## config.mk

```make
export PLATFORM = sky130hd
export DESIGN_NAME = i2hc_host_controller
export DESIGN_NICKNAME = d
export VERILOG_FILES = /design/src/i2hc_pkg.sv /design/src/i2hc_bit_engine.sv /design/src/i2hc_host_controller.sv
export SDC_FILE = /design/constraint.sdc
export NUM_CORES = 1
export LEC_CHECK = 0
export BUFFER_PORTS_ARGS = -buffer_cell sky130_fd_sc_hd__buf_2
export CELL_PAD_IN_SITES_DETAIL_PLACEMENT = 1
export CELL_PAD_IN_SITES_GLOBAL_PLACEMENT = 1
export CORE_MARGIN = 2
export CORE_UTILIZATION = 26
export CTS_CLUSTER_DIAMETER = 50
export CTS_CLUSTER_SIZE = 8
export DETAILED_ROUTE_END_ITERATION = 10
export GPL_TIMING_DRIVEN = 0
export HOLD_SLACK_MARGIN = 0.12
export MAX_ROUTING_LAYER = met4
export PLACE_DENSITY_LB_ADDON = 0.15
export SYNTH_ARGS = -nofsm -noshare
export SYNTH_HDL_FRONTEND = slang
export SYNTH_HIERARCHICAL = 1
export SYNTH_SLANG_ARGS = --single-unit
```

## constraint.sdc

```tcl
create_clock -name i_clk -period 4.1 [get_ports i_clk]
set_input_delay 0 -clock i_clk [delete_from_list [all_inputs] [get_ports i_clk]]
set_output_delay 0 -clock i_clk [all_outputs]
set_load 0.05 [all_outputs]
```

## src/i2hc_pkg.sv

```systemverilog
// Shared constants and types for the two-wire bus host controller.
// Assumes a single 40 MHz system clock and an 8-bit internal register port.
package i2hc_pkg;

  // ***************************************************
  // Timing
  // ***************************************************
  localparam int         CLK_PERIOD_NS     = 25;
  localparam int         SCL_STD_PERIOD_NS = 10000;
  localparam int         FAST_FACTOR       = 4;
  localparam logic [9:0] QTR_STD_CYC  = 10'(SCL_STD_PERIOD_NS / (4 * CLK_PERIOD_NS));
  localparam logic [9:0] QTR_FAST_CYC =
    10'(SCL_STD_PERIOD_NS / (4 * FAST_FACTOR * CLK_PERIOD_NS));
  localparam logic [1:0] SOFT_RST_CYC = 2'h2;
  localparam logic [3:0] LAST_BIT_IDX = 4'h8;

  // ***************************************************
  // Register map
  // ***************************************************
  localparam logic [7:0] CTRL_OFS   = 8'h08;
  localparam logic [7:0] DATA_OFS   = 8'h0C;
  localparam logic [7:0] DATA_RESET = 8'h00;
  localparam int         BIT_ERR    = 0;
  localparam int         BIT_ACK    = 1;
  localparam int         BIT_DONE   = 2;
  localparam int         BIT_BUSY   = 3;
  localparam int         BIT_RESET  = 4;
  localparam int         BIT_LAST   = 5;
  localparam int         BIT_STOP   = 6;
  localparam int         BIT_START  = 7;

  // ***************************************************
  // Engine command and response
  // ***************************************************
  typedef enum logic [1:0] {OP_START, OP_STOP, OP_WRITE, OP_READ} i2hc_op_type;

  typedef struct packed {
    logic        valid;
    i2hc_op_type op;
    logic [7:0]  data;
    logic        nack;
  } i2hc_cmd_type;

  typedef struct packed {
    logic       done;
    logic       ack;
    logic [7:0] data;
  } i2hc_rsp_type;

endpackage

```

## src/i2hc_bit_engine.sv

```systemverilog
// Bit-level engine: start, stop and nine-bit byte frames on the two wires.
// Assumes synchronised line inputs and commands only while it is idle.
`timescale 1ns/100ps
module i2hc_bit_engine import i2hc_pkg::*; (
  input  wire logic         i_clk,
  input  wire logic         i_rst,
  input  wire logic         i_clear,
  input  wire logic         i_fast,
  input  wire i2hc_cmd_type i_cmd,
  input  wire logic         i_scl,
  input  wire logic         i_sda,
  output i2hc_rsp_type      o_rsp,
  output logic              o_scl_oe,
  output logic              o_sda_oe
);

  typedef enum logic [1:0] {EN_IDLE, EN_START, EN_BITS, EN_STOP} i2hc_en_type;

  i2hc_en_type state;
  i2hc_op_type op;
  logic [9:0]  tick_cnt;
  logic [1:0]  phase;
  logic [3:0]  bit_idx;
  logic [7:0]  shift;
  logic        nack;
  logic        adv;
  logic        next_scl_oe;
  logic        next_sda_oe;

  // ***************************************************
  // Quarter-period timebase
  // ***************************************************
  // Phase 1 waits for the released clock line to go high
  assign adv = (tick_cnt == 10'h000) && !(phase == 2'h1 && !i_scl);

  always_ff @(posedge i_clk or posedge i_rst) begin
    if (i_rst) begin
      tick_cnt <= QTR_STD_CYC;
    end else if (i_clear || state == EN_IDLE || tick_cnt == 10'h000) begin
      tick_cnt <= (i_fast ? QTR_FAST_CYC : QTR_STD_CYC) - 10'h001;
    end else begin
      tick_cnt <= tick_cnt - 10'h001;
    end
  end

  // ***************************************************
  // Sequencing
  // ***************************************************
  always_ff @(posedge i_clk or posedge i_rst) begin
    if (i_rst) begin
      state   <= EN_IDLE;
      op      <= OP_START;
      phase   <= 2'h0;
      bit_idx <= 4'h0;
      shift   <= DATA_RESET;
      nack    <= 1'b0;
      o_rsp   <= '0;
    end else if (i_clear) begin
      state   <= EN_IDLE;
      phase   <= 2'h0;
      o_rsp   <= '0;
    end else begin
      o_rsp.done <= 1'b0;
      if (state == EN_IDLE) begin
        if (i_cmd.valid) begin
          op      <= i_cmd.op;
          shift   <= i_cmd.data;
          nack    <= i_cmd.nack;
          phase   <= 2'h0;
          bit_idx <= 4'h0;
          unique case (i_cmd.op)
            OP_START: state <= EN_START;
            OP_STOP:  state <= EN_STOP;
            OP_WRITE, OP_READ: state <= EN_BITS;
          endcase
        end
      end else if (adv) begin
        phase <= phase + 2'h1;
        if (state == EN_BITS && phase == 2'h2) begin
          if (bit_idx == LAST_BIT_IDX) begin
            o_rsp.ack <= !i_sda;
          end else if (op == OP_READ) begin
            shift <= {shift[6:0], i_sda};
          end
        end
        if (phase == 2'h3) begin
          if (state == EN_BITS && bit_idx != LAST_BIT_IDX) begin
            bit_idx <= bit_idx + 4'h1;
            if (op == OP_WRITE) begin
              shift <= {shift[6:0], 1'b0};
            end
          end else begin
            state       <= EN_IDLE;
            o_rsp.done  <= 1'b1;
            o_rsp.data  <= shift;
          end
        end
      end
    end
  end

  // ***************************************************
  // Line drive, low or released only
  // ***************************************************
  always_comb begin
    next_scl_oe = o_scl_oe;
    next_sda_oe = o_sda_oe;
    unique case (state)
      EN_IDLE: begin
      end
      EN_START: begin
        next_sda_oe = phase[1];
        next_scl_oe = (phase == 2'h3) || (phase == 2'h0 && o_scl_oe);
      end
      EN_BITS: begin
        next_scl_oe = (phase == 2'h0) || (phase == 2'h3);
        if (bit_idx == LAST_BIT_IDX) begin
          next_sda_oe = (op == OP_READ) && !nack;
        end else begin
          next_sda_oe = (op == OP_WRITE) && !shift[7];
        end
      end
      EN_STOP: begin
        next_scl_oe = (phase == 2'h0);
        next_sda_oe = !phase[1];
      end
    endcase
  end

  always_ff @(posedge i_clk or posedge i_rst) begin
    if (i_rst) begin
      o_scl_oe <= 1'b0;
      o_sda_oe <= 1'b0;
    end else if (i_clear) begin
      o_scl_oe <= 1'b0;
      o_sda_oe <= 1'b0;
    end else begin
      o_scl_oe <= next_scl_oe;
      o_sda_oe <= next_sda_oe;
    end
  end

endmodule

```

## src/i2hc_host_controller.sv

```systemverilog
// Two-wire bus host controller reached through two internal 8-bit registers.
// Assumes pull-ups on both lines and a one-cycle register read/write strobe.
`timescale 1ns/100ps
module i2hc_host_controller import i2hc_pkg::*; (
  input  wire logic       i_clk,
  input  wire logic       i_rst,
  input  wire logic       i_fast_mode,
  input  wire logic [7:0] i_reg_addr,
  input  wire logic       i_reg_wr,
  input  wire logic       i_reg_rd,
  input  wire logic [7:0] i_reg_wdata,
  output logic      [7:0] o_reg_rdata,
  input  wire logic       i_scl,
  output logic            o_scl,
  output logic            o_scl_oe,
  input  wire logic       i_sda,
  output logic            o_sda,
  output logic            o_sda_oe
);

  typedef enum logic [2:0] {
    SQ_IDLE,
    SQ_START,
    SQ_ADDR,
    SQ_ADDR_TX,
    SQ_READY,
    SQ_XFER,
    SQ_STOP
  } i2hc_sq_type;

  i2hc_sq_type  sq;
  i2hc_cmd_type cmd;
  i2hc_rsp_type rsp;

  logic [1:0] pin_meta;
  logic [1:0] pin_sync;
  logic [1:0] rst_cnt;
  logic       soft_clr;

  logic       err_flag;
  logic       ack_flag;
  logic       done_flag;
  logic       busy_flag;
  logic       last_flag;
  logic       stop_flag;
  logic       start_flag;
  logic       rd_mode;
  logic [7:0] data_byte;

  logic       ctrl_wr;
  logic       ctrl_rd;
  logic       data_wr;
  logic       data_rd;
  logic       reset_wr;
  logic       start_ok;
  logic       stop_ok;
  logic       last_ok;
  logic       dwr_ok;
  logic       drd_ok;
  logic       any_bad;
  logic       any_ok;
  logic       fin_addr;
  logic       fin_xfer;
  logic       fin_stop;

  // ***************************************************
  // Address decode
  // ***************************************************
  function automatic logic reg_hit(input logic [7:0] addr, input logic [7:0] ofs);
    reg_hit = (addr == ofs);
  endfunction

  assign ctrl_wr  = i_reg_wr && reg_hit(i_reg_addr, CTRL_OFS) && !soft_clr;
  assign ctrl_rd  = reg_hit(i_reg_addr, CTRL_OFS);
  assign data_wr  = i_reg_wr && reg_hit(i_reg_addr, DATA_OFS) && !soft_clr;
  assign data_rd  = i_reg_rd && reg_hit(i_reg_addr, DATA_OFS) && !soft_clr;
  assign reset_wr = ctrl_wr && i_reg_wdata[BIT_RESET];

  // ***************************************************
  // Line synchronisers
  // ***************************************************
  genvar gi;
  generate
    for (gi = 0; gi < 2; gi++) begin : g_sync
      always_ff @(posedge i_clk or posedge i_rst) begin
        if (i_rst) begin
          pin_meta[gi] <= 1'b1;
          pin_sync[gi] <= 1'b1;
        end else begin
          pin_meta[gi] <= (gi == 0) ? i_scl : i_sda;
          pin_sync[gi] <= pin_meta[gi];
        end
      end
    end
  endgenerate

  // ***************************************************
  // Momentary self-reset
  // ***************************************************
  always_ff @(posedge i_clk or posedge i_rst) begin
    if (i_rst) begin
      rst_cnt <= 2'h0;
    end else if (reset_wr) begin
      rst_cnt <= SOFT_RST_CYC;
    end else if (rst_cnt != 2'h0) begin
      rst_cnt <= rst_cnt - 2'h1;
    end
  end

  assign soft_clr = (rst_cnt != 2'h0);

  // ***************************************************
  // Request acceptance
  // ***************************************************
  // A reset write suppresses the set bits written alongside it
  assign start_ok = ctrl_wr && !reset_wr && i_reg_wdata[BIT_START]
                    && (!busy_flag || done_flag);
  assign stop_ok  = ctrl_wr && !reset_wr && i_reg_wdata[BIT_STOP] && !start_ok
                    && done_flag && busy_flag;
  assign last_ok  = ctrl_wr && !reset_wr && i_reg_wdata[BIT_LAST]
                    && done_flag;
  assign dwr_ok   = data_wr && done_flag
                    && (sq == SQ_ADDR || (sq == SQ_READY && !rd_mode));
  assign drd_ok   = data_rd && done_flag && rd_mode
                    && (sq == SQ_READY || sq == SQ_IDLE);

  assign any_ok  = start_ok || stop_ok || dwr_ok || drd_ok;
  assign any_bad = (ctrl_wr && !reset_wr && i_reg_wdata[BIT_START] && !start_ok)
                   || (ctrl_wr && !reset_wr && i_reg_wdata[BIT_STOP] && !start_ok
                       && !stop_ok)
                   || (data_wr && !dwr_ok)
                   || (data_rd && !drd_ok);

  // ***************************************************
  // Engine commands
  // ***************************************************
  always_comb begin
    cmd       = '0;
    cmd.data  = i_reg_wdata;
    cmd.nack  = last_flag;
    cmd.valid = start_ok || stop_ok || dwr_ok || (drd_ok && sq == SQ_READY);
    if (start_ok) begin
      cmd.op = OP_START;
    end else if (stop_ok) begin
      cmd.op = OP_STOP;
    end else if (dwr_ok) begin
      cmd.op = OP_WRITE;
    end else begin
      cmd.op = OP_READ;
    end
  end

  assign fin_addr = rsp.done && sq == SQ_ADDR_TX;
  assign fin_xfer = rsp.done && sq == SQ_XFER;
  assign fin_stop = rsp.done && sq == SQ_STOP;

  i2hc_bit_engine u_engine (
    .i_clk    (i_clk),
    .i_rst    (i_rst),
    .i_clear  (soft_clr),
    .i_fast   (i_fast_mode),
    .i_cmd    (cmd),
    .i_scl    (pin_sync[0]),
    .i_sda    (pin_sync[1]),
    .o_rsp    (rsp),
    .o_scl_oe (o_scl_oe),
    .o_sda_oe (o_sda_oe)
  );

  assign o_scl = 1'b0;
  assign o_sda = 1'b0;

  // ***************************************************
  // Transfer sequencer
  // ***************************************************
  always_ff @(posedge i_clk or posedge i_rst) begin
    if (i_rst) begin
      sq <= SQ_IDLE;
    end else if (soft_clr) begin
      sq <= SQ_IDLE;
    end else if (start_ok) begin
      sq <= SQ_START;
    end else if (stop_ok) begin
      sq <= SQ_STOP;
    end else if (dwr_ok) begin
      sq <= (sq == SQ_ADDR) ? SQ_ADDR_TX : SQ_XFER;
    end else if (drd_ok && sq == SQ_READY) begin
      sq <= SQ_XFER;
    end else if (rsp.done) begin
      unique case (sq)
        SQ_START:             sq <= SQ_ADDR;
        SQ_ADDR_TX, SQ_XFER:  sq <= SQ_READY;
        SQ_STOP:              sq <= SQ_IDLE;
        default:              sq <= sq;
      endcase
    end
  end

  // ***************************************************
  // Status flags
  // ***************************************************
  always_ff @(posedge i_clk or posedge i_rst) begin
    if (i_rst) begin
      done_flag <= 1'b0;
    end else if (soft_clr) begin
      done_flag <= 1'b0;
    end else if (rsp.done) begin
      done_flag <= 1'b1;
    end else if (any_ok) begin
      done_flag <= 1'b0;
    end
  end

  always_ff @(posedge i_clk or posedge i_rst) begin
    if (i_rst) begin
      busy_flag <= 1'b0;
    end else if (soft_clr) begin
      busy_flag <= 1'b0;
    end else if (start_ok) begin
      busy_flag <= 1'b1;
    end else if (fin_stop) begin
      busy_flag <= 1'b0;
    end
  end

  always_ff @(posedge i_clk or posedge i_rst) begin
    if (i_rst) begin
      err_flag <= 1'b0;
    end else if (soft_clr) begin
      err_flag <= 1'b0;
    end else if (any_bad) begin
      err_flag <= 1'b1;
    end else if (any_ok) begin
      err_flag <= 1'b0;
    end
  end

  always_ff @(posedge i_clk or posedge i_rst) begin
    if (i_rst) begin
      ack_flag <= 1'b0;
    end else if (soft_clr) begin
      ack_flag <= 1'b0;
    end else if (fin_addr || (fin_xfer && !rd_mode)) begin
      ack_flag <= rsp.ack;
    end
  end

  // ***************************************************
  // Set-on-write control bits
  // ***************************************************
  always_ff @(posedge i_clk or posedge i_rst) begin
    if (i_rst) begin
      start_flag <= 1'b0;
    end else if (soft_clr) begin
      start_flag <= 1'b0;
    end else if (start_ok) begin
      start_flag <= 1'b1;
    end else if (fin_addr) begin
      start_flag <= 1'b0;
    end
  end

  always_ff @(posedge i_clk or posedge i_rst) begin
    if (i_rst) begin
      stop_flag <= 1'b0;
    end else if (soft_clr) begin
      stop_flag <= 1'b0;
    end else if (stop_ok) begin
      stop_flag <= 1'b1;
    end else if (fin_stop) begin
      stop_flag <= 1'b0;
    end
  end

  always_ff @(posedge i_clk or posedge i_rst) begin
    if (i_rst) begin
      last_flag <= 1'b0;
    end else if (soft_clr) begin
      last_flag <= 1'b0;
    end else if (last_ok) begin
      last_flag <= 1'b1;
    end else if (fin_stop) begin
      last_flag <= 1'b0;
    end
  end

  // ***************************************************
  // Data byte and direction
  // ***************************************************
  always_ff @(posedge i_clk or posedge i_rst) begin
    if (i_rst) begin
      rd_mode <= 1'b0;
    end else if (soft_clr) begin
      rd_mode <= 1'b0;
    end else if (dwr_ok && sq == SQ_ADDR) begin
      rd_mode <= i_reg_wdata[0];
    end
  end

  always_ff @(posedge i_clk or posedge i_rst) begin
    if (i_rst) begin
      data_byte <= DATA_RESET;
    end else if (soft_clr) begin
      data_byte <= DATA_RESET;
    end else if (dwr_ok) begin
      data_byte <= i_reg_wdata;
    end else if (fin_xfer && rd_mode) begin
      data_byte <= rsp.data;
    end
  end

  // ***************************************************
  // Register read-back
  // ***************************************************
  always_ff @(posedge i_clk or posedge i_rst) begin
    if (i_rst) begin
      o_reg_rdata <= 8'h00;
    end else if (i_reg_rd) begin
      if (ctrl_rd) begin
        o_reg_rdata <= {start_flag, stop_flag, last_flag, 1'b0,
                        busy_flag, done_flag, ack_flag, err_flag};
      end else if (reg_hit(i_reg_addr, DATA_OFS)) begin
        o_reg_rdata <= data_byte;
      end else begin
        o_reg_rdata <= 8'h00;
      end
    end
  end

endmodule

```

After elaboration in Yosys (flattened, before gate mapping)
Cells that the tools add are included.
{"block": "word_totals", "input_bits": 23, "regBits": 74, "output_inout_bits": 12}
{"block": "op_classes", "n_eq_ne": 26, "bitwise_logic": 1, "n_reduce_logical": 107, "addsub": 5, "muxes": 78}
{"operator": "two-way mux 8 bit", "n": 16}
{"operator": "logical AND 1 bit", "n": 40}
{"operator": "two-way mux 10 bit", "n": 4}
{"operator": "two-way mux 2 bit", "n": 14}
{"operator": "two-way mux 1 bit", "n": 27}
{"operator": "nonzero test 3 bit", "n": 9}
{"operator": "nonzero test 2 bit", "n": 11}
{"operator": "two-way mux 3 bit", "n": 7}
{"operator": "two-way mux 4 bit", "n": 5}
{"operator": "subtractor 10 x 1 -> 10 bit (second input constant)", "n": 2}
{"operator": "equality test 2 bit (second input constant)", "n": 8}
{"operator": "equality test 8 x 4 -> 1 bit (second input constant)", "n": 2}
{"operator": "logical OR 1 bit", "n": 15}
{"operator": "zero test 1 bit", "n": 14}
{"operator": "AND reduction 4 bit", "n": 3}
{"operator": "zero test 10 bit", "n": 1}
{"operator": "equality test 3 bit (second input constant)", "n": 3}
{"operator": "one-hot mux 3 bit (3 select lines)", "n": 1}
{"operator": "nonzero test 8 bit", "n": 1}
{"operator": "two-way mux 7 bit", "n": 1}
{"operator": "equality test 2 x 1 -> 1 bit (second input constant)", "n": 3}
{"operator": "equality test 3 x 2 -> 1 bit (second input constant)", "n": 2}
{"operator": "zero test 2 bit", "n": 3}
{"operator": "inequality test 2 bit (second input constant)", "n": 3}
{"operator": "other kinds (18)", "n": 22}

Logic depth before layout (Yosys ltp)
Gate-level depths: netlist of run 1.
{"block": "depth", "depth_word": 20, "depth_mapped": 14, "mapped_depth_nobuf": 13}

By module
Netlist of run 1, hierarchy kept.
{"mod": "i2hc_bit_engine", "instances": 1, "seq_area_each_um2": 1029.7, "area_each_um2": 2130.8, "cells_each": 220}
{"mod": "i2hc_host_controller", "instances": 1, "seq_area_each_um2": 830.8, "area_each_um2": 1874.3, "cells_each": 195}

Worst setup path after synthesis of run 1
OpenSTA, ideal clock, no wires.
{"block": "synth_path", "path_type": "reg2reg", "startpoint": "register rst_cnt[0]", "endpoint": "register u_engine.bit_idx[3]", "synth_period_minus_slack_ns": 3.130, "t_arrival_ns": 3.064, "required_ns": 4.034, "setup_slack_ns": 0.970, "path_stages_with_launch": 15, "path_cell_list": "dfrtp_1 inv_1 ha_1 nand2_1 or4_1 or3_1 buf_2 o21a_1 nand2b_1 nand2b_1 nor3b_1 o221a_2 o21ai_2 or4_1 nand2_1"}
{"element": "start: declaration", "line_no": "i2hc_host_controller.sv:37", "text": "logic [1:0] rst_cnt;"}
{"element": "start signal: assignment", "line_no": "i2hc_host_controller.sv:106", "text": "rst_cnt <= rst_cnt - 2'h1;"}
{"element": "end signal: assignment", "line_no": "i2hc_bit_engine.sv:88", "text": "bit_idx <= bit_idx + 4'h1;"}
{"element": "end: declaration", "line_no": "i2hc_bit_engine.sv:23", "text": "logic [3:0] bit_idx;"}

==> results of run 1 <==
-- power groups by stage --
stage          clock network (W)  registers, W  logic, W
2_1_floorplan                  0      0.000775  0.000208
3_3_place_gp                   0      0.000778  0.000301
3_5_place_dp                   0      0.000779  0.000311
4_1_cts                 0.000736      0.000766  0.000323
5_1_grt                 0.000753      0.000769  0.000352
6_report                0.000699      0.000766  0.000316
-- path summary, 6_finish.rpt --
check | start | end | slack [ns] | depth (start not counted)
max reg2reg | sq[1]$_DFFE_PP0P_ | u_engine/bit_idx[3]$_DFFE_PP0P_ | 0.57 | 11
min in group asynchronous | i_rst | u_engine/tick_cnt[8]$_DFF_PP0_ | 0.25 | 3
min | i_reg_addr[6] | o_reg_rdata[0]$_DFFE_PP0P_ | 0.17 | 4
max | sq[1]$_DFFE_PP0P_ | u_engine/bit_idx[3]$_DFFE_PP0P_ | 0.57 | 11
max in group asynchronous | i_rst | rd_mode$_DFFE_PP0P_ | 3.22 | 3
min reg2reg | pin_meta[1]$_DFF_PP1_ | pin_sync[1]$_DFF_PP1_ | 0.35 | 0
-- cells by family after synthesis --
logic type	Yosys count	synth area share
xor+xnor	8	0.0175
buf+inv	44	0.0484
fa+ha+maj	9	0.0281
other cells	1	0.000936
compound gates	89	0.159
flops	74	0.465
simple gates	165	0.216
mux	25	0.0656
-- layout make-up --
| type | count | area share |
|---|---|---|
| repair buffers | 47 | 0.0674 |
| flip-flops and latches | 74 | 0.386 |
| clock inverters | 3 | 0.00363 |
| clock buffers | 12 | 0.0490 |
| plain buffers | 21 | 0.0223 |
| well taps | 188 | 0.0488 |
| multi-input cells | 298 | 0.405 |
| inverters | 23 | 0.0179 |
-- layer usage --
metal,up-vias,global-route usage
met2,42,0.254
li1,1594,-
met5,-,-
met1,1585,0.188
met3,12,0.0330
met4,0,0.0537
-- cells in the final DEF, fill, tap and decap left out, types with 4 or more instances in the layout --
| master | n |
|---|---|
| a21oi_1 | 25 |
| a2bb2oi_1 | 7 |
| a31oi_1 | 4 |
| and3_1 | 4 |
| buf_2 | 36 |
| clkbuf_1 | 12 |
| clkbuf_16 | 9 |
| dfrtp_1 | 67 |
| dfstp_2 | 7 |
| dlygate4sd3_1 | 15 |
| ha_1 | 9 |
| inv_1 | 20 |
| mux2_2 | 10 |
| mux2i_1 | 15 |
| nand2_1 | 52 |
| nand2b_1 | 4 |
| nand3_1 | 21 |
| nand3b_1 | 4 |
| nand4_1 | 6 |
| nand4b_1 | 4 |
| nor2_1 | 30 |
| nor2b_1 | 5 |
| nor3_1 | 5 |
| nor3b_1 | 4 |
| nor4_1 | 5 |
| o21a_1 | 4 |
| o21ai_0 | 7 |
| o22ai_1 | 13 |
| o31ai_1 | 8 |
| or3_1 | 4 |
| xnor2_1 | 5 |
-- timing repair --
action                                 4_1_cts  5_1_grt
buffers inserted                             0        0
endpoints found under the hold margin      103        0
setup endpoints to repair                    0        0
hold buffers                                15        0
-- registers in the layout (all words and copies together) (netlist names), 2 cells and up --
| register | cells |
|---|---|
| data_byte | 8 |
| u_engine/state | 2 |
| o_reg_rdata | 8 |
| u_engine/op | 2 |
| pin_meta | 2 |
| u_engine/phase | 2 |
| u_engine/shift | 8 |
| pin_sync | 2 |
| sq | 3 |
| rst_cnt | 2 |
| u_engine/bit_idx | 4 |
| u_engine/o_rsp | 10 |
| u_engine/tick_cnt | 10 |
-- worst max-delay path: stages (launching register included) --
cell and delay (ns):
dfrtp_1 0.36, clkbuf_1 0.22, nand4bb_1 0.31, nor4_1 0.78
and2_1 0.24, nand2b_1 0.12, nand2b_1 0.19, nor3b_1 0.29
o221a_2 0.28, o21ai_2 0.07, or4_1 0.51, nand2_1 0.08
-- through the flow --
stage | hold WS [ns] | utilization
after floorplan | 0.00448 | -
after global placement | 0.105 | 0.290
after detailed placement | 0.0539 | 0.292
after CTS | 0.170 | 0.318
after global routing | 0.215 | 0.318
final | 0.168 | 0.318
==> metrics.md, run 1 <==
| Metric | Value |
|---|---|
| Period utilisation layout | `0.861` |
| Number of different library cells in the post-synthesis netlist | `between 60 and 70` |
| CTS Buffer Depth | `2` |
| Standard-cell row count | `45` |
| Post-synthesis sequential element count | `74` |
| Area of the core | `15100 sq um` |
| Initial cell density of the core | `0.264` |
| Maximum operating frequency | `283 MHz` |
| Antenna diodes | `0` |
| Net switching power | `0.000523 W` |
| Internal power | `around 0.0013 W` |
| Top cell type's share of synthesized area | `0.419` |
| Slew HR | `0.389` |
| Most used flip-flop cell after synthesis | `dfrtp_1` |
| TNS Setup | `0 ns` |
| Post-layout instance count excluding filler cells | `roughly 670` |
| Number of pins exceeding their max-slew limit in the final report | `0` |
| Number of hold-slack violations in the final timing report | `0` |
| Clock Latency Late Sink | `between 0.3 and 0.4 ns` |
| Wl on met1 | `5320 microns` |
| Weighted congestion reported at the end of routability-driven placement | `0.764` |
| Run status | `completed` |
| Uppermost layer routed | `met4` |
| Residual antenna-violating net count after detailed routing | `0` |
| Critical path start-end classification | `reg -> reg` |
| Arrival time at the worst endpoint | `3.81 ns` |
| Total congestion overflow after global routing | `0` |
| Period minus WS final | `3.53 ns` |
| List of most frequent post-synthesis cells | `dfrtp_1 (67), nand2_1 (52), nor2_1 (30)` |
| Required arrival time at the worst endpoint | `4.38 ns` |
| Via count of the first global-routing pass | `roughly 3500` |
| Pre-CTS setup slack | `0.593 ns` |
| Average wire length per cell after detail routing | `approximately 17 microns` |
| Critical Path Sink Type | `register` |
| Initial DRC count | `between 100 and 150` |
| Routed wire length on met3 | `295 microns` |
| Unrepaired setup endpoints after global routing | `false` |
| Clock network fraction of design power | `0.393` |
| FF+latch area | `~1900 sq um` |
| Number of H-tree levels | `3` |
| Fraction of layout cells with a size suffix above 1 | `0.182` |
| Hold/Removal Path Class | `in -> reg` |
| Number of iterations in the first detailed-routing pass | `4` |
| Post-Synthesis Cells | `roughly 420` |
| Number of flops mapped to enable cells by yosys | `0` |
| Most area-consuming cells after synthesis | `dfrtp_1 (42%), nand2_1 (4.9%), dfstp_2 (4.6%)` |
| Cell with the most instances after synthesis | `dfrtp_1` |
| Max-Cap Viols | `0` |
| Total wire length | `between 10000 and 15000 microns` |
| Area taken by multi-input logic gates | `1950 sq um` |
| Post-layout power | `0.00178 W` |
| Post-layout instance area | `4820 sq um` |
| Master cell of the clock root buffer | `clkbuf_16` |
| Share of synthesized area occupied by flip-flops and latches | `0.465` |
| Antenna violations before repair | `0` |
| HPWL after DPL | `8280 microns` |
| Via count | `3233` |
| IO Pins | `35` |
| Clock Pin Slew Worst Setup and Hold Paths | `0.06 ns` |
| Largest fanout on the critical path | `10` |
| CTS tree | `done` |
| Sink count of the clock tree | `74` |
| Per-cell via count in the routed design | `4.85` |
| Post-synthesis cell area | `4010 sq um` |
| Pwr per Cell Area | `roughly 370 nW/um^2` |
| Total clock buffers created by CTS | `9` |
| Die width | `128 microns` |
| Fraction of registers with async set/reset | `1.00` |
| Die footprint | `16400 sq um` |
| Post-Syn Area per Cell | `9.65 sq um` |
| Maximum resistive drop on vdd | `0.000197 V` |
| DRC viols | `0` |
| Count of placed standard cells including taps | `636` |
| Switching power as a share of total power | `0.293` |
| Global-route wire length before repair | `19000 microns` |
| Die Span Y | `128 microns` |
| Placed standard-cell area | `~4400 sq um` |
| Final number of setup-violating endpoints | `0` |
| Synth area leader | `dfrtp_1` |
| Number of I/O port buffers | `31` |
| Yosys warnings | `6` |
| Leakage power | `approximately 2.1 nW` |
| Net count reported at finish | `506` |
| Met2 WL post-DR | `~5400 microns` |
| Kind of start point of the critical path | `register` |
| Filler cells | `around 1800` |
| Cells resized by post-CTS repair | `0` |
| Combinational Power Share | `0.177` |
| Area growth syn-to-layout | `20.4%` |
| Total track usage | `0.154` |
| Max Clock Skew | `0.00529 ns` |
| Pin count of the biggest net entering global routing | `34` |
| Final setup slack of the worst path | `around 0.57 ns` |
| Portion of total power attributed to sequential cells | `0.430` |
| Slew at the pin with the worst max-slew slack | `~0.91 ns` |
(Power assumes the default switching activity.)
==> run 2, diff against run 1 <==
- clock period: 4.1 -> 3.3 ns (I/O delays scaled with it)
==> run 2 against run 1 <==
Sequential cell count is the same. Combinational power is 32% higher. Wire length increased by 1.2%. Critical path type unchanged. First-iteration DRC count is 12% higher. Setup slack worse by 0.46 ns. Largest power group unchanged. Power rose by 26%. Clock-buffer cell count unchanged. Non-clock buffer count up 3.
==> metrics.md, run 2 (synthesized netlist as in run 1, its figures left out) <==
| Metric | Value |
|---|---|
| Pwr per Cell Area | `455 nW/um^2 (+23%)` |
| Net switching power | `0.000663 W (+27%)` |
| Most frequent cells in the layout | `dfrtp_1 (67), nand2_1 (51), buf_2 (35)` |
| Maximum operating frequency | `314 MHz (+11%)` |
| Filler cells | `1747 (-0.91%)` |
| Via count of the first global-routing pass | `3548 (+0.17%)` |
| Clock Pin Slew Worst Setup and Hold Paths | `0.06 ns (about the same)` |
| Number of pins exceeding their max-slew limit in the final report | `0 (unchanged)` |
| Weighted congestion reported at the end of routability-driven placement | `0.764 (unchanged)` |
| Leakage power | `2.15 nW (+1.6%)` |
| Total wire length | `11400 microns (+1.2%)` |
| Share of the core filled with cells | `0.325 (+0.00636)` |
| Largest fanout on the critical path | `6 (-4)` |
| Total clock buffers created by CTS | `9 (unchanged)` |
| Post-layout instance area | `4920 sq um (+2.0%)` |
| Number of iterations in the first detailed-routing pass | `4 (unchanged)` |
| Die Span Y | `128 microns (unchanged)` |
| CTS Buffer Depth | `2 (unchanged)` |
| Initial DRC count | `128 (+12%)` |
| Antenna violations before repair | `0 (unchanged)` |
| Standard-cell row count | `45 (unchanged)` |
| CTS tree | `done` |
| IO Pins | `35 (unchanged)` |
| Clock network fraction of design power | `0.389 (-0.004)` |
| Initial cell density of the core | `0.264 (unchanged)` |
| Slew at the pin with the worst max-slew slack | `0.823 ns (-0.0849 ns)` |
| Switching power as a share of total power | `0.296 (+0.00267)` |
| Period minus WS final | `3.18 ns (-0.345 ns)` |
| Portion of total power attributed to sequential cells | `0.426 (-0.004)` |
| DRC viols | `0 (unchanged)` |
| Total track usage | `0.154 (+0.000274)` |
| Max-Cap Viols | `0 (unchanged)` |
| Die footprint | `16400 sq um (unchanged)` |
| Net count reported at finish | `509 (+0.59%)` |
| Critical path start-end classification | `reg -> reg` |
| Arrival time at the worst endpoint | `3.46 ns (-0.35 ns)` |
| Per-cell via count in the routed design | `4.87 (+0.23%)` |
| Antenna diodes | `0 (unchanged)` |
| Pin count of the biggest net entering global routing | `34 (unchanged)` |
| TNS Setup | `0 ns (unchanged)` |
| Critical Path Sink Type | `register` |
| Kind of start point of the critical path | `register` |
| Number of hold-slack violations in the final timing report | `0 (unchanged)` |
| Clock Latency Late Sink | `0.34 ns (about the same)` |
| Average wire length per cell after detail routing | `17.0 microns (+0.74%)` |
| Sink count of the clock tree | `74 (unchanged)` |
| Area growth syn-to-layout | `22.8%` |
| Internal power | `0.00158 W (+25%)` |
| Die width | `128 microns (unchanged)` |
| Hold/Removal Path Class | `in -> reg` |
| Maximum resistive drop on vdd | `0.000244 V (+24%)` |
| Pre-CTS setup slack | `-0.207 ns (-0.800 ns)` |
| Global-route wire length before repair | `19000 microns (+0.29%)` |
| Master cell of the clock root buffer | `clkbuf_16` |
| Placed standard-cell area | `4420 sq um (unchanged)` |
| Combinational Power Share | `0.186 (+0.009)` |
| Area of the core | `15100 sq um (unchanged)` |
| Run status | `completed` |
| Final number of setup-violating endpoints | `0 (unchanged)` |
| Final setup slack of the worst path | `0.115 ns (-0.455 ns)` |
| Residual antenna-violating net count after detailed routing | `0 (unchanged)` |
| Fraction of layout cells with a size suffix above 1 | `0.212 (+0.0300)` |
| Period utilisation layout | `0.965 (+0.104)` |
| Number of I/O port buffers | `31 (unchanged)` |
| HPWL after DPL | `8280 microns (unchanged)` |
| Number of H-tree levels | `3 (unchanged)` |
| Slew HR | `0.450 (+0.0602)` |
| Total congestion overflow after global routing | `0 (unchanged)` |
| Required arrival time at the worst endpoint | `3.58 ns (-0.80 ns)` |
| Via count | `3255 (+0.68%)` |
| Largest registers ranked by flip-flop count | `u_engine/o_rsp x10, u_engine/tick_cnt x10` |
| Most common cell after layout, fill and taps aside | `dfrtp_1` |
| Max Clock Skew | `0.00547 ns (+0.000186 ns)` |
| Post-layout power | `0.00224 W (+26%)` |
run 2: stage by stage:
step,hold WS (ns),instances
6_report,0.166,669
5_1_grt,0.215,669
4_1_cts,0.170,666
3_5_place_dp,0.0539,636
3_3_place_gp,0.105,635
2_1_floorplan,0.00448,416
run 2: layout make-up:
type                            instances  area, sq um  area share
Sequential cell                        74         1860       0.378
Timing Repair Buffer                   50          360      0.0732
Clock buffer                           12          236      0.0481
Inverter                               23         86.3      0.0175
Buffer                                 21          113      0.0229
Clock inverter                          3         17.5     0.00356
Tap cell                              188          235      0.0478
Multi-Input combinational cell        298         2010       0.409
run 2: routing by layer:
layer / wire (microns) / share of wire / GRT usage / up-vias
li1: - / - / - / 1602
met4: 208 / 0.018 / 0.0537 / 0
met5: 0 / 0 / - / -
met1: 5340 / 0.47 / 0.188 / 1600
met2: 5540 / 0.49 / 0.254 / 42
met3: 296 / 0.026 / 0.0330 / 11
run 2: power by group through the flow:
stage,clock network (W),logic [W],registers [W]
6_report,0.000870,0.000416,0.000952
5_1_grt,0.000936,0.000463,0.000956
4_1_cts,0.000915,0.000403,0.000952
3_5_place_dp,0,0.000386,0.000968
3_3_place_gp,0,0.000374,0.000966
2_1_floorplan,0,0.000259,0.000963
run 2: final timing paths:
check | endpoint | cells past startpoint | slack [ns] | startpoint
hold reg to reg | pin_sync[1]$_DFF_PP1_ | 0 | 0.35 | pin_meta[1]$_DFF_PP1_
setup reg to reg | u_engine/bit_idx[3]$_DFFE_PP0P_ | 14 | 0.12 | rst_cnt[0]$_DFFE_PP0P_
hold / removal | o_reg_rdata[0]$_DFFE_PP0P_ | 4 | 0.17 | i_reg_addr[6]
setup / recovery | u_engine/bit_idx[3]$_DFFE_PP0P_ | 14 | 0.12 | rst_cnt[0]$_DFFE_PP0P_
max in group asynchronous | rd_mode$_DFFE_PP0P_ | 3 | 2.42 | i_rst
min in group asynchronous | u_engine/tick_cnt[8]$_DFF_PP0_ | 3 | 0.25 | i_rst
run 2: repair_timing:
action / CTS / global route
gates resized for setup: 4 / 14
endpoints found under the setup margin: 13 / 26
hold endpoints to repair: 103 / 0
setup buffers: 0 / 3
pin swaps: 0 / 5
hold buffers: 15 / 0
run 2: critical path: stages (launching register included):
cell and delay [ns]:
dfrtp_1 0.38, inv_1 0.07, ha_2 0.18, nand2_2 0.07
or4_4 0.52, or3_1 0.33, buf_4 0.17, o21a_4 0.13
nand2b_1 0.09, nand2b_4 0.15, nor3b_4 0.22, o221a_2 0.24
o21ai_2 0.07, or4_1 0.42, nand2_1 0.08
==> run 3, diff against run 2 <==
- clock period: 3.3 -> 3.2 ns (I/O delays scaled with it)
==> run 3 against run 2 <==
Wire length down 0.66%. Sequential share of layout area shrank 0.18 points. Hold slack gained 0.00094 ns. Via count is essentially flat. Clock skew is essentially flat. Cell count did not move. Power increased by 3.4%. Die area unchanged. Critical endpoint unchanged. Largest power group unchanged. Highest routed layer unchanged.
==> metrics.md, run 3 (synthesized netlist as in run 1, its figures left out) <==
| Metric | Value |
|---|---|
| Pwr per Cell Area | `468 nW/um^2 (+2.9%)` |
| Slew at the pin with the worst max-slew slack | `0.844 ns (+0.0210 ns)` |
| Master cell of the clock root buffer | `clkbuf_16` |
| Filler cells | `1743 (-0.23%)` |
| Antenna diodes | `0 (unchanged)` |
| Initial cell density of the core | `0.264 (unchanged)` |
| Total clock buffers created by CTS | `9 (unchanged)` |
| Number of H-tree levels | `3 (unchanged)` |
| Via count of the first global-routing pass | `3554 (+0.17%)` |
| Area taken by multi-input logic gates | `2040 sq um (+1.2%)` |
| IO Pins | `35 (unchanged)` |
| Total track usage | `0.155 (+0.000182)` |
| Required arrival time at the worst endpoint | `3.48 ns (-0.10 ns)` |
| Slew HR | `0.435 (-0.0141)` |
| Start point of the worst hold path | `i_reg_addr[6]` |
| Critical path start-end classification | `reg -> reg` |
| Final number of setup-violating endpoints | `0 (unchanged)` |
| Fraction of layout cells with a size suffix above 1 | `0.222 (+0.0104)` |
| Via count | `3256 (+0.031%)` |
| Run status | `completed` |
| CTS tree | `done` |
| Hold/Removal Path Class | `in -> reg` |
| Max-Cap Viols | `0 (unchanged)` |
| Number of hold-slack violations in the final timing report | `0 (unchanged)` |
| Maximum operating frequency | `321 MHz (+2.3%)` |
| Largest fanout on the critical path | `6 (unchanged)` |
| Cell count of the worst hold path | `4 (unchanged)` |
| FF+latch area | `1860 sq um (unchanged)` |
| Post-layout power | `0.00231 W (+3.4%)` |
| Total wire length | `11300 microns (-0.66%)` |
| Share of the core filled with cells | `0.326 (+0.00157)` |
| Clock Pin Slew Worst Setup and Hold Paths | `0.06 ns (about the same)` |
| Reg2Reg Depth | `14 (unchanged)` |
| HPWL after DPL | `8280 microns (unchanged)` |
| Number of I/O port buffers | `31 (unchanged)` |
| Endpoint of the lowest-slack register-to-register path | `u_engine/bit_idx[3]$_DFFE_PP0P_` |
| Largest registers ranked by flip-flop count | `u_engine/o_rsp x10, u_engine/tick_cnt x10` |
| Register-to-register setup slack | `0.09 ns (-0.03 ns)` |
| Leakage power | `2.16 nW (+0.29%)` |
| Number of pins exceeding their max-slew limit in the final report | `0 (unchanged)` |
| Standard-cell row count | `45 (unchanged)` |
| Area growth syn-to-layout | `23.4%` |
| Sink count of the clock tree | `74 (unchanged)` |
| Worst reg2reg startpoint | `rst_cnt[0]$_DFFE_PP0P_` |
| Die Span Y | `128 microns (unchanged)` |
| Period utilisation layout | `0.973 (+0.00818)` |
| Critical Path Sink Type | `register` |
| Residual antenna-violating net count after detailed routing | `0 (unchanged)` |
| Die width | `128 microns (unchanged)` |
| Die footprint | `16400 sq um (unchanged)` |
| Endpoint of the worst hold path | `o_reg_rdata[0]$_DFFE_PP0P_` |
| Clock Latency Late Sink | `0.34 ns (about the same)` |
| Maximum resistive drop on vdd | `0.000252 V (+3.1%)` |
| Total congestion overflow after global routing | `0 (unchanged)` |
| Global-route wire length before repair | `19000 microns (+0.15%)` |
| CTS Buffer Depth | `2 (unchanged)` |
| Most common cell after layout, fill and taps aside | `dfrtp_1` |
| Most frequent cells in the layout | `dfrtp_1 (67), nand2_1 (50), buf_2 (35)` |
| Kind of start point of the critical path | `register` |
| Initial DRC count | `114 (-11%)` |
| Antenna violations before repair | `0 (unchanged)` |
| Weighted congestion reported at the end of routability-driven placement | `0.764 (unchanged)` |
| Number of iterations in the first detailed-routing pass | `4 (unchanged)` |
| Pin count of the biggest net entering global routing | `34 (unchanged)` |
| Arrival time at the worst endpoint | `3.39 ns (-0.07 ns)` |
| Net count reported at finish | `509 (unchanged)` |
| Per-cell via count in the routed design | `4.87 (about the same)` |
| Period minus WS final | `3.11 ns (-0.0703 ns)` |
| Max Clock Skew | `0.00543 ns (-0.0000400 ns)` |
| Area of the core | `15100 sq um (unchanged)` |
| Average wire length per cell after detail routing | `16.9 microns (-0.66%)` |
| DRC viols | `0 (unchanged)` |
==> run 3: worst max-delay path by stage <==
stage | startpoint | end | slack (ns) | cells after the start
final | rst_cnt[0]$_DFFE_PP0P_ | u_engine/bit_idx[3]$_DFFE_PP0P_ | 0.09 | 14
after global routing | rst_cnt[0]$_DFFE_PP0P_ | u_engine/bit_idx[3]$_DFFE_PP0P_ | -0.04 | 14
after CTS | rst_cnt[0]$_DFFE_PP0P_ | u_engine/bit_idx[3]$_DFFE_PP0P_ | -0.18 | 14
after detailed placement | i_reg_addr[5] | u_engine/bit_idx[3]$_DFFE_PP0P_ | -0.31 | 13
after global placement | i_reg_addr[5] | u_engine/bit_idx[3]$_DFFE_PP0P_ | -0.30 | 13
after floorplan | rst_cnt[0]$_DFFE_PP0P_ | u_engine/bit_idx[3]$_DFFE_PP0P_ | 0.07 | 14
==> run 3: final cells by class <==
class	count	area share
Clock inverter	3	0.00354
Multi-Input combinational cell	298	0.412
Tap cell	188	0.0476
Timing Repair Buffer	51	0.0719
Inverter	23	0.0182
Buffer	20	0.0228
Clock buffer	12	0.0478
Sequential cell	74	0.376
==> run 3: metal layers <==
metal  vias up  wire length (microns)  GRT usage
met5         -                      0          -
met4         0                    210     0.0537
met3        11                    300     0.0330
met2        44                   5530      0.254
met1      1598                   5270      0.189
li1       1603                      -          -
==> run 3: critical path, stage by stage (launching register included) <==
cell      delay, ns
dfrtp_1        0.38
inv_1          0.09
ha_4           0.14
nand2_2        0.07
or4_4          0.52
or3_4          0.34
buf_6          0.14
o21a_4         0.13
nand2b_4       0.07
nand2b_4       0.14
nor3b_4        0.22
o221a_2        0.24
o21ai_2        0.07
or4_1          0.42
nand2_1        0.08
==> run 3: power by group <==
group / internal (W) / leakage [nW] / switching, W
logic: 0.000148 / 1.05 / 0.000287
registers: 0.000964 / 0.986 / 0.0000180
clock network: 0.000518 / 0.122 / 0.000378
total: 0.00163 / 2.16 / 0.000683
==> run 3: stage by stage <==
| step | hold WS [ns] | setup slack, ns | TNS [ns] | instances | instance area [sq um] |
|---|---|---|---|---|---|
| after global routing | 0.215 | -0.0401 | -0.0512 | 669 | 4940 |
| after CTS | 0.170 | -0.182 | -0.274 | 668 | 4860 |
| after floorplan | 0.00448 | 0.0701 | 0 | 416 | 4010 |
| after global placement | 0.105 | -0.302 | -2.19 | 635 | 4400 |
| after detailed placement | 0.0539 | -0.307 | -2.49 | 636 | 4420 |
| final | 0.167 | 0.0856 | 0 | 669 | 4940 |
==> run 3: timing repair <==
item / in CTS / in global routing
cloned: 0 / 0
hold endpoints to repair: 103 / 0
setup buffers: 2 / 2
hold buffers: 15 / 0
resized for setup: 4 / 20
pin swaps: 1 / 6
endpoints found under the setup margin: 17 / 29
